<file path="src/hdl/pbs_regs.vh">
// Constants for the protection blanking and burst select block.
// Assumes a 125 MHz system clock; included by the design files only.
`ifndef PBS_REGS_VH
`define PBS_REGS_VH

// ----------------------------------------
// Clock and times
// ----------------------------------------
`define PBS_CLK_MHZ          125
`define PBS_BLANK_MS         20
`define PBS_BLANK_CYC        (`PBS_BLANK_MS * 1000 * `PBS_CLK_MHZ)
`define PBS_SPIKE_US         30
`define PBS_SPIKE_CYC        (`PBS_SPIKE_US * `PBS_CLK_MHZ)
`define PBS_MEAS_MS          1
`define PBS_MEAS_CYC         (`PBS_MEAS_MS * 1000 * `PBS_CLK_MHZ)

// ----------------------------------------
// Extended blanking count
// ----------------------------------------
`define PBS_EXT_COUNT        256

// ----------------------------------------
// Burst class codes (largest capacitor first)
// ----------------------------------------
`define PBS_CLS_LARGE        2'h0
`define PBS_CLS_MID          2'h1
`define PBS_CLS_SMALL        2'h2
`define PBS_CLS_NONE         2'h3

// ----------------------------------------
// Class boundaries on the detection count
// ----------------------------------------
`define PBS_BND_LARGE        16'h0008
`define PBS_BND_MID          16'h0040
`define PBS_BND_SMALL        16'h0180

`endif

</file>
<file path="src/hdl/pbs_cap_detect.v">
// One-shot feedback capacitor measurement selecting the burst class.
// Assumes comparator inputs already synchronised to clk.
`timescale 1ns/1ns
`include "pbs_regs.vh"
module pbs_cap_detect #(
  parameter MEAS_CYC = `PBS_MEAS_CYC
) (
  // Clock and reset
  input  wire       mclk,
  input  wire       rst_n,
  // Control
  input  wire       start_ok,
  // Comparators
  input  wire       fb_upper_hit,
  input  wire       fb_lower_hit,
  // Results
  output reg        feedback_discharge_switch,
  output reg        measuring,
  output reg        measured,
  output reg  [1:0] burst_class,
  output reg  [15:0] detect_count
);

  reg        detect_flipflop;
  reg [31:0] win_q;

  always @(posedge mclk or negedge rst_n) begin
    if (!rst_n) begin
      detect_flipflop           <= 1'b0;
      feedback_discharge_switch <= 1'b0;
      measuring                 <= 1'b0;
      measured                  <= 1'b0;
      burst_class               <= `PBS_CLS_NONE;
      detect_count              <= 16'h0000;
      win_q                     <= 32'h00000000;
    end else if (!measured && !measuring) begin
      if (start_ok) begin
        measuring <= 1'b1;                                  // [RL12] [RL13]
      end
    end else if (measuring) begin
      win_q <= win_q + 32'h00000001;
      if (!detect_flipflop && fb_upper_hit) begin
        detect_flipflop           <= 1'b1;                  // [RL14]
        feedback_discharge_switch <= 1'b1;                  // [RL14]
        if (detect_count != 16'hFFFF) begin
          detect_count <= detect_count + 16'h0001;          // [RL14]
        end
      end else if (detect_flipflop && fb_lower_hit) begin
        detect_flipflop           <= 1'b0;                  // [RL15]
        feedback_discharge_switch <= 1'b0;                  // [RL15]
      end
      if (win_q == MEAS_CYC - 1) begin
        measuring                 <= 1'b0;                  // [RL16]
        measured                  <= 1'b1;                  // [RL12]
        detect_flipflop           <= 1'b0;
        feedback_discharge_switch <= 1'b0;
        // Small capacitor charges fast, so a high count means small
        if (detect_count < `PBS_BND_LARGE) begin
          burst_class <= `PBS_CLS_LARGE;                    // [RL9] [RL16]
        end else if (detect_count < `PBS_BND_MID) begin
          burst_class <= `PBS_CLS_MID;
        end else if (detect_count < `PBS_BND_SMALL) begin
          burst_class <= `PBS_CLS_SMALL;
        end else begin
          burst_class <= `PBS_CLS_NONE;                     // [RL11]
        end
      end
    end
  end

endmodule

</file>
<file path="src/hdl/pbs_control.v">
// Protection blanking, extended blanking and burst entry selection.
// Assumes comparators are asynchronous to mclk; uvlo reset arrives as rst_n.
//
// Summary of operation
// [RL1] Faults and light load must persist 20 ms before any mode entry.
// [RL2] Overload restart path may be extended by the blanking capacitor.
// [RL3] In extendable mode the fault gate stays blocked until extended count completes.
// [RL4] At 20 ms expiry enable extended counter and close charge switch.
// [RL5] Upper comparator at 4.5 V: count up, open charge, close discharge.
// [RL6] Lower comparator at 0.9 V: open discharge, reclose charge.
// [RL7] Repeat until count 256, then stop and assert completion.
// [RL8] Both fault gate inputs high: 30 us spike blank then auto-restart.
// [RL9] Four burst-entry settings chosen by feedback capacitor measurement.
// [RL10] Classes select 1.60/1.42/1.27 V entry and 0.45/0.37/0.31 V limit.
// [RL11] Smallest capacitor class never enters burst, keeps full current limit.
// [RL12] Measure only in first 1 ms after first turn-on, never on restarts.
// [RL13] Postpone measurement while a protection is active before startup.
// [RL14] Feedback at 4.5 V: set detect flip-flop, discharge, count up.
// [RL15] Feedback at 0.5 V: reset detect flip-flop, stop discharging.
// [RL16] After 1 ms window compare count with boundaries, latch thresholds.
// [RL17] Slope-dependent current sense threshold ends the pulse earlier on steep ramps.
// [RL18] Same slope compensation applies to the burst current limit.
// [RL19] Blanking timer starts when feedback exceeds 4.5 V.
// [RL20] Burst only if feedback stays below entry threshold for 20 ms.
// [RL21] Without blanking capacitor the extended count finishes within 0.1 ms. Here extend_enable low bypasses the count entirely.
// [RL22] Comparators synchronised; intervals counted on the internal clock.
`timescale 1ns/1ns
`include "pbs_regs.vh"
module pbs_control #(
  parameter BLANK_CYC = `PBS_BLANK_CYC,
  parameter MEAS_CYC  = `PBS_MEAS_CYC,
  parameter SPIKE_CYC = `PBS_SPIKE_CYC
) (
  // Clock and reset
  input  wire       mclk,
  input  wire       rst_n,
  // Startup and protection status
  input  wire       first_start,
  input  wire       protect_active,
  input  wire       extend_enable,
  // Feedback comparators
  input  wire       fb_overload_cmp,
  input  wire       fb_below_burst_cmp,
  input  wire       fb_upper_cmp,
  input  wire       fb_lower_cmp,
  // Blanking pin comparators
  input  wire       blank_upper_comparator,
  input  wire       blank_lower_comparator,
  // Current sense slope
  input  wire       cs_slope_steep,
  // Blanking pin switches
  output wire       blank_charge_switch,
  output wire       blank_discharge_switch,
  // Feedback pin measurement
  output wire       feedback_discharge_switch,
  output wire       measuring,
  // Selected thresholds
  output reg  [1:0] burst_entry_threshold,
  output reg  [1:0] burst_current_limit,
  output reg        burst_allowed,
  output reg        slope_comp_active,
  // Mode requests
  output reg        burst_enter,
  output reg        auto_restart,
  output wire       ext_done,
  output wire [15:0] detect_count
);

  // ----------------------------------------
  // Reset release and input synchronisers
  // ----------------------------------------
  reg [1:0] rst_sync_q;
  always @(posedge mclk or negedge rst_n) begin
    if (!rst_n) begin
      rst_sync_q <= 2'h0;
    end else begin
      rst_sync_q <= {rst_sync_q[0], 1'b1};
    end
  end
  wire srst_n = rst_sync_q[1];

  localparam NSYNC = 7;
  wire [NSYNC-1:0] raw_in = {cs_slope_steep, blank_lower_comparator, blank_upper_comparator,
                             fb_lower_cmp, fb_upper_cmp, fb_below_burst_cmp, fb_overload_cmp};
  reg  [NSYNC-1:0] meta_q;
  reg  [NSYNC-1:0] sync_q;
  genvar gi;
  generate
    for (gi = 0; gi < NSYNC; gi = gi + 1) begin : g_sync
      // Only the second stage is read; the first may be metastable
      always @(posedge mclk or negedge srst_n) begin
        if (!srst_n) begin
          meta_q[gi] <= 1'b0;
          sync_q[gi] <= 1'b0;
        end else begin
          meta_q[gi] <= raw_in[gi];                            // [RL22]
          sync_q[gi] <= meta_q[gi];                            // [RL22]
        end
      end
    end
  endgenerate
  wire s_overload = sync_q[0];
  wire s_below    = sync_q[1];
  wire s_fb_up    = sync_q[2];
  wire s_fb_lo    = sync_q[3];
  wire s_bk_up    = sync_q[4];
  wire s_bk_lo    = sync_q[5];
  wire s_steep    = sync_q[6];

  // ----------------------------------------
  // Feedback capacitor measurement
  // ----------------------------------------
  wire       measured;
  wire [1:0] cls;
  wire       start_ok = first_start && !protect_active;        // [RL13]

  pbs_cap_detect #(
    .MEAS_CYC (MEAS_CYC)
  ) u_detect (
    .mclk                      (mclk),
    .rst_n                     (srst_n),
    .start_ok                  (start_ok),
    .fb_upper_hit              (s_fb_up),
    .fb_lower_hit              (s_fb_lo),
    .feedback_discharge_switch (feedback_discharge_switch),
    .measuring                 (measuring),
    .measured                  (measured),
    .burst_class               (cls),
    .detect_count              (detect_count)
  );

  // Threshold codes follow the class code: 0 -> 1.60 V/0.45 V, 1 -> 1.42/0.37, 2 -> 1.27/0.31
  always @(posedge mclk or negedge srst_n) begin
    if (!srst_n) begin
      burst_entry_threshold <= `PBS_CLS_NONE;
      burst_current_limit   <= `PBS_CLS_NONE;
      burst_allowed         <= 1'b0;
      slope_comp_active     <= 1'b0;
    end else begin
      if (measured) begin
        burst_entry_threshold <= cls;                          // [RL10]
        burst_current_limit   <= cls;                          // [RL10]
        burst_allowed         <= (cls != `PBS_CLS_NONE);       // [RL11]
      end
      // Threshold pulled in on steep ramps, in normal and burst limit alike
      slope_comp_active <= s_steep;                            // [RL17] [RL18]
    end
  end

  // ----------------------------------------
  // Built-in blanking timers
  // ----------------------------------------
  reg [31:0] ol_cnt_q;
  reg [31:0] lb_cnt_q;
  reg        ol_expired_q;
  always @(posedge mclk or negedge srst_n) begin
    if (!srst_n) begin
      ol_cnt_q     <= 32'h00000000;
      lb_cnt_q     <= 32'h00000000;
      ol_expired_q <= 1'b0;
      burst_enter  <= 1'b0;
    end else begin
      if (!s_overload) begin
        ol_cnt_q     <= 32'h00000000;
        ol_expired_q <= 1'b0;
      end else if (ol_cnt_q == BLANK_CYC - 1) begin
        ol_expired_q <= 1'b1;                                  // [RL1]
      end else begin
        ol_cnt_q <= ol_cnt_q + 32'h00000001;                   // [RL19]
      end
      // Reset on any rise above threshold guards against load jumps
      if (!s_below || !burst_allowed || burst_enter) begin
        lb_cnt_q <= 32'h00000000;                              // [RL20]
      end else if (lb_cnt_q == BLANK_CYC - 1) begin
        lb_cnt_q <= 32'h00000000;
      end else begin
        lb_cnt_q <= lb_cnt_q + 32'h00000001;
      end
      burst_enter <= burst_allowed && s_below && (lb_cnt_q == BLANK_CYC - 1); // [RL1] [RL20]
    end
  end

  // ----------------------------------------
  // Extended blanking and fault gate
  // ----------------------------------------
  pbs_ext_counter u_ext (
    .mclk                   (mclk),
    .rst_n                  (srst_n),
    .enable                 (ol_expired_q && extend_enable), // [RL2] [RL4]
    .upper_hit              (s_bk_up),
    .lower_hit              (s_bk_lo),
    .blank_charge_switch    (blank_charge_switch),
    .blank_discharge_switch (blank_discharge_switch),
    .done                   (ext_done),
    .count                  ()
  );

  // Basic mode skips the extended count: the gate opens at 20 ms expiry without waiting for ext_done
  wire fault_qualify_gate = ol_expired_q && (ext_done || !extend_enable); // [RL3] [RL21]

  reg [15:0] spike_q;
  always @(posedge mclk or negedge srst_n) begin
    if (!srst_n) begin
      spike_q      <= 16'h0000;
      auto_restart <= 1'b0;
    end else if (!fault_qualify_gate) begin
      spike_q <= 16'h0000;
    end else if (spike_q == SPIKE_CYC - 1) begin
      auto_restart <= 1'b1;                                    // [RL8]
    end else begin
      spike_q <= spike_q + 16'h0001;                           // [RL8]
    end
  end

endmodule

</file>
<file path="src/hdl/pbs_ext_counter.v">
// Extended blanking counter driving the blanking pin switches.
// Assumes comparator inputs already synchronised to clk.
`timescale 1ns/1ns
`include "pbs_regs.vh"
module pbs_ext_counter #(
  parameter COUNT_W   = 9,
  parameter [8:0] TOTAL = `PBS_EXT_COUNT
) (
  // Clock and reset
  input  wire mclk,
  input  wire rst_n,
  // Control
  input  wire enable,
  // Comparators
  input  wire upper_hit,
  input  wire lower_hit,
  // Switches and result
  output reg  blank_charge_switch,
  output reg  blank_discharge_switch,
  output reg  done,
  output reg  [COUNT_W-1:0] count
);

  always @(posedge mclk or negedge rst_n) begin
    if (!rst_n) begin
      blank_charge_switch    <= 1'b0;
      blank_discharge_switch <= 1'b0;
      done                   <= 1'b0;
      count                  <= {COUNT_W{1'b0}};
    end else if (!enable) begin
      blank_charge_switch    <= 1'b0;
      blank_discharge_switch <= 1'b0;
      done                   <= 1'b0;
      count                  <= {COUNT_W{1'b0}};
    end else if (!done) begin
      if (!blank_charge_switch && !blank_discharge_switch) begin
        blank_charge_switch <= 1'b1;                        // [RL4]
      end else if (blank_charge_switch && upper_hit) begin
        count                  <= count + 1'b1;             // [RL5]
        blank_charge_switch    <= 1'b0;                     // [RL5]
        blank_discharge_switch <= 1'b1;                     // [RL5]
        if (count + 1'b1 == TOTAL) begin
          done                   <= 1'b1;                   // [RL7]
          blank_discharge_switch <= 1'b0;
        end
      end else if (blank_discharge_switch && lower_hit) begin
        blank_discharge_switch <= 1'b0;                     // [RL6]
        blank_charge_switch    <= 1'b1;                     // [RL6]
      end
    end
  end

endmodule

</file>
<file path="config.mk">
export PLATFORM = sky130hd
export DESIGN_NAME = pbs_control
export DESIGN_NICKNAME = d
export VERILOG_FILES = /design/src/hdl/pbs_cap_detect.v /design/src/hdl/pbs_control.v /design/src/hdl/pbs_ext_counter.v
export VERILOG_INCLUDE_DIRS = /design/src /design/src/hdl
export SDC_FILE = /design/constraint.sdc
export NUM_CORES = 1
export LEC_CHECK = 0
export BUFFER_PORTS_ARGS = -buffer_cell sky130_fd_sc_hd__clkbuf_2
export CAP_MARGIN = 20
export CORE_ASPECT_RATIO = 0.7
export CORE_MARGIN = 2
export CORE_UTILIZATION = 66
export DETAILED_ROUTE_END_ITERATION = 12
export PLACE_DENSITY = 0.91
export SYNTH_ARGS = -nofsm -noshare
export SYNTH_HDL_FRONTEND = slang
export SYNTH_HIERARCHICAL = 1
export SYNTH_SLANG_ARGS = --single-unit
</file>
<file path="constraint.sdc">
create_clock -name mclk -period 7.5 [get_ports mclk]
set_input_delay 0.375 -clock mclk [delete_from_list [all_inputs] [get_ports mclk]]
set_output_delay 0.375 -clock mclk [all_outputs]
set_load 0.05 [all_outputs]
</file>
## After elaboration in Yosys (flattened, before gate mapping)

Cells that the tools add are included.

- $add $sub $neg: 6
- Order comparisons: 3
- Equal/unequal tests: 16
- Multiplexer cells: 38
- Bitwise logic cells: 1
- Reduce and logical (&&, ||, !) cells: 32

Operators by type and width:

| kind | count |
|---|---|
| $mux W32 | 4 |
| $add A32 B1 Y32 const B | 3 |
| $eq A32 B22 Y1 const B | 2 |
| $mux W9 | 4 |
| $add A16 B1 Y16 const B | 2 |
| $eq A32 B17 Y1 const B | 1 |
| $mux W16 | 2 |
| $mux W1 | 26 |
| $eq A16 B12 Y1 const B | 1 |
| $lt A16 B4 Y1 const B | 1 |
| $lt A16 B7 Y1 const B | 1 |
| $lt A16 B9 Y1 const B | 1 |
| $ne A16 B16 Y1 const B | 1 |
| $ne A2 B2 Y1 const B | 7 |
| $reduce_and A3 Y1 | 4 |
| $logic_and A1 B1 Y1 | 11 |
| $add A9 B1 Y9 const B | 1 |
| $eq A9 B9 Y1 const B | 1 |
| $logic_not A1 Y1 | 9 |
| $reduce_and A2 Y1 | 3 |
| $mux W2 | 2 |
| $ne A4 B4 Y1 const B | 1 |
| $reduce_and A4 Y1 | 1 |
| $logic_or A1 B1 Y1 | 3 |
| other kinds (4) | 4 |

- Register bits: 168
- Input port bits: 12
- Output and inout bits: 29

## Logic depth before layout (Yosys ltp)

- Depth in word-level cells: 7
- Gate-level depth with buffers: 7

## Modules after synthesis

Netlist, hierarchy kept.

Modules (own cells, without submodules):

| module | instances | cells an instance | area an instance (µm²) | sequential area each (µm²) |
|---|---|---|---|---|
| pbs_control | 1 | 479 | 4,794.6 | 2,580.0 |
| pbs_cap_detect | 1 | 232 | 2,627.5 | 1,328.8 |
| pbs_ext_counter | 1 | 71 | 696.9 | 300.3 |

## Least setup slack after synthesis

OpenSTA, ideal clock, no wires.

- Kind: register to register
- Start: register ol_cnt_q[11]
- End: register ol_cnt_q[18]
- Data arrival time: 1,909 ps
- Slack: 5,513 ps
- Cell stages (with the launch flop): 7
- Buffers on the path: 1
- Cells stage by stage: dfrtp_1 > nand4_2 > or4_4 > buf_6 > nand2b_4 > or4_1 > a21oi_1

- Word-level cells in the longest chain between the ends: 3

RTL lines:

| what | RTL line | text |
|---|---|---|
| from (decl) | pbs_control.v:153 | `reg [31:0] ol_cnt_q;` |
| from (signal assigned) | pbs_control.v:169 | `ol_cnt_q <= ol_cnt_q + 32'h00000001;` |
| $add A32 B1 Y32 | pbs_control.v:169 |  |
| $mux W32 | pbs_control.v:166 | `end else if (ol_cnt_q == BLANK_CYC - 1) begin` |
| $mux W32 | pbs_control.v:163 | `if (!s_overload) begin` |

Several ways; a longest one is shown, not always the timed one. The select of a mux whose other input is x is not followed.
A chain may end at the register's enable or synchronous reset.

## Final worst setup path

- Start: register ol_cnt_q[0]
- End: register ol_cnt_q[30]

The elaborated chain is that of the path after synthesis.

==> results.toml <==
[synthesis]
synth_mux_area_frac = 0.0133
async_flop_share = 1.00
yosysSeqAreaShare = 0.518
syn_nets = 801
synth-xor-area-share = 0.121
syn_area_um2 = 8120
synth_top_family_by_area = "simple AND/OR/NAND/NOR gates"
yosys_most_used_dff = "dfrtp_1"
synth_compound_area_frac = 0.0489
synth_cell_type_count = 59
ys_warn_count = 6
synth-simple-area-share = 0.261
ys_ff_latch = 168
syn_avg_cell_area_um2 = 10.4
synth_adder_area_share = 0.0108
synth_edf_count = 0
synthCells = 782

[global_route]
grt.overflow.total = 0
grt_max_degree = 77
antenna_found_initial = 0
grt_pass1_wl_um = 31300
grt_pass1_vias = 6316
grt_util_all_layers = 0.299

[placed_design]
dpl.cell_count = 958
io_buffers = 40
post-place-ws_ps = 5100
placed_area_um2 = 8410
place.gp.congestion = 0.889
dp_hpwl_um = 11600

[clock_tree]
cts_sinks = 168
clock_latency_ps = 430
cts-resized-gates = 0
ctsLongestPathBuffers = 2
cts_tree = "yes"
cts_made_buffers = 17
postCtsSetupBuffers = 0
htreeDepth = 4
cts_root_buf = "clkbuf_16"
clk_pin_slew_ps = 70

[floorplan]
design.core.area_um2 = 11900
placementRows = 33
io_pins = 41
die_h_um = 96.8
dieWidth_um = 137
start_util = 0.685
die-area_um2 = 13200

[timing]
tns_ps = 0
finalCriticalPeriod_ps = 2380
hold_slack_ps = 47.2
rsz0062_at_grt = "no"
worstMarginPinSlew_ps = 1030
fmax_ghz = 0.421
fin_crit_sh = 0.317
hold_violations = 0
slew_headroom = 0.307
finClkSkew_ps = 9.98
drv_slew = 0
fin_ws_ps = 5120
setup_viol = 0

[worst_setup_path]
cp-end-kind = "flip-flop"
critPathRequiredTime_ps = 7840
crit_type = "reg -> reg"
crit_path_max_fanout = 5
start_kind = "flip-flop"
arrival_ps = 2720

[power]
power_mw = 2.05
p_leak_nw = 3.81
p_per_area_nw_per_um2 = 229
vdd_ir_drop_max_v = 0.000254

[drt]
vias = 6402
vias_per_cell = 6.45
first_pass_iters = 6
drt_iter0_drc = 643
route.detailed.drc = 0
antenna_left = 0
wl_per_cell_um = 18.4
routed_wl_um = 18300

[cells_and_area]
seq_area_um2 = 4210
final_cell_mix = "163 x dfrtp_1, 93 x nor2_1, 65 x xnor2_1"
fin_nets = 841
n_fill_cell = 697
multi_input_area_um2 = 3690
num_antenna_cells = 0
finalCoreUtilization = 0.759
final_common_cell = "dfrtp_1"
post-route-cell-area_um2 = 8990
area_growth_pct = 10.7
fin_cells = 992
drive_above_1_share = 0.133

[flow_run]
cap_violations = 0

[min_path]
hold_path_class = "in -> reg"

[outcome]
status = "finished, final reports clean"
## timing repair
item | 4_1_cts | 5_1_grt
hold buffers | 1 | 0
setup endpoints to repair | 0 | 0
hold endpoints to repair | 2 | 0
## synthesized netlist by cell type (9+ instances only)
cell type | n | area share
dfrtp_1 | 164 | 0.51
nor2_1 | 93 | 0.043
xnor2_1 | 65 | 0.070
nand2_1 | 51 | 0.024
xor2_1 | 47 | 0.051
nand3_1 | 42 | 0.026
nand4_1 | 36 | 0.028
nor3_1 | 30 | 0.018
nor4_1 | 27 | 0.021
inv_1 | 21 | 0.0097
a21oi_1 | 17 | 0.010
and3_1 | 17 | 0.013
and2_1 | 14 | 0.011
and4_1 | 14 | 0.015
clkbuf_1 | 14 | 0.0065
o21ai_0 | 11 | 0.0068
or3_1 | 9 | 0.0069
## cell type report
| class | count | area share |
|---|---|---|
| Clock buffer | 19 | 0.0493 |
| Clock inverter | 13 | 0.0134 |
| Inverter | 21 | 0.00877 |
| Multi-Input combinational cell | 568 | 0.411 |
| Sequential cell | 168 | 0.469 |
| Tap cell | 157 | 0.0219 |
| Timing Repair Buffer | 46 | 0.0273 |
## routing by layer
metal	up-vias	track usage	wire, um	share of wire
met1	3138	0.418	7680	0.42
met4	0	0.118	522	0.029
met2	346	0.456	8690	0.48
li1	2856	-	-	-
met5	-	0	0	0
met3	62	0.0702	1390	0.076
## registers in the layout, summed over array words and instances (netlist names), 2 cells and up
signal                 flops
u_detect/burst_class       2
u_detect/detect_count     16
burst_current_limit        2
u_detect/win_q            32
meta_q                     7
u_ext/count                9
lb_cnt_q                  32
spike_q                   16
rst_sync_q                 2
ol_cnt_q                  32
## power breakdown
group          switching, mW  internal (mW)
clock                  0.377          0.468
combinational          0.130         0.0655
sequential            0.0647          0.950
## critical path, stage by stage (launching register included)
cell     delay [ps]
dfrtp_1         400
ha_1            270
nand4_1         250
nor2_1          480
nand4_1         290
or3_1           440
a21oi_1         150
## logic make-up (layout without fill, tap and decap cells)
family | Yosys count | count (layout)
compound gates | 60 | 60
xor+xnor | 112 | 112
fa+ha+maj | 7 | 7
buf+inv | 46 | 99
flops | 168 | 168
mux | 10 | 10
other cells | 1 | 1
simple gates | 378 | 378
## worst paths after layout
| check | startpoint | to | slack (ps) | cells after the start |
|---|---|---|---|---|
| worst max-delay path | ol_cnt_q[0]$_DFFE_PN0P_ | ol_cnt_q[30]$_DFFE_PN0P_ | 5120 | 6 |
| worst min-delay path | blank_lower_comparator | meta_q[5]$_DFF_PN0_ | 50 | 1 |
| worst max register to register | ol_cnt_q[0]$_DFFE_PN0P_ | ol_cnt_q[30]$_DFFE_PN0P_ | 5120 | 6 |
| worst min register to register | rst_sync_q[1]$_DFF_PN0_ | u_ext/count[8]$_DFFE_PN0P_ | 320 | 0 |
| max in group asynchronous | rst_sync_q[1]$_DFF_PN0_ | s_steep$_DFF_PN0_ | 5190 | 2 |
| min in group asynchronous | rst_n | rst_sync_q[0]$_DFF_PN0_ | 260 | 2 |
Note: power is estimated with default switching activity, not from simulation.
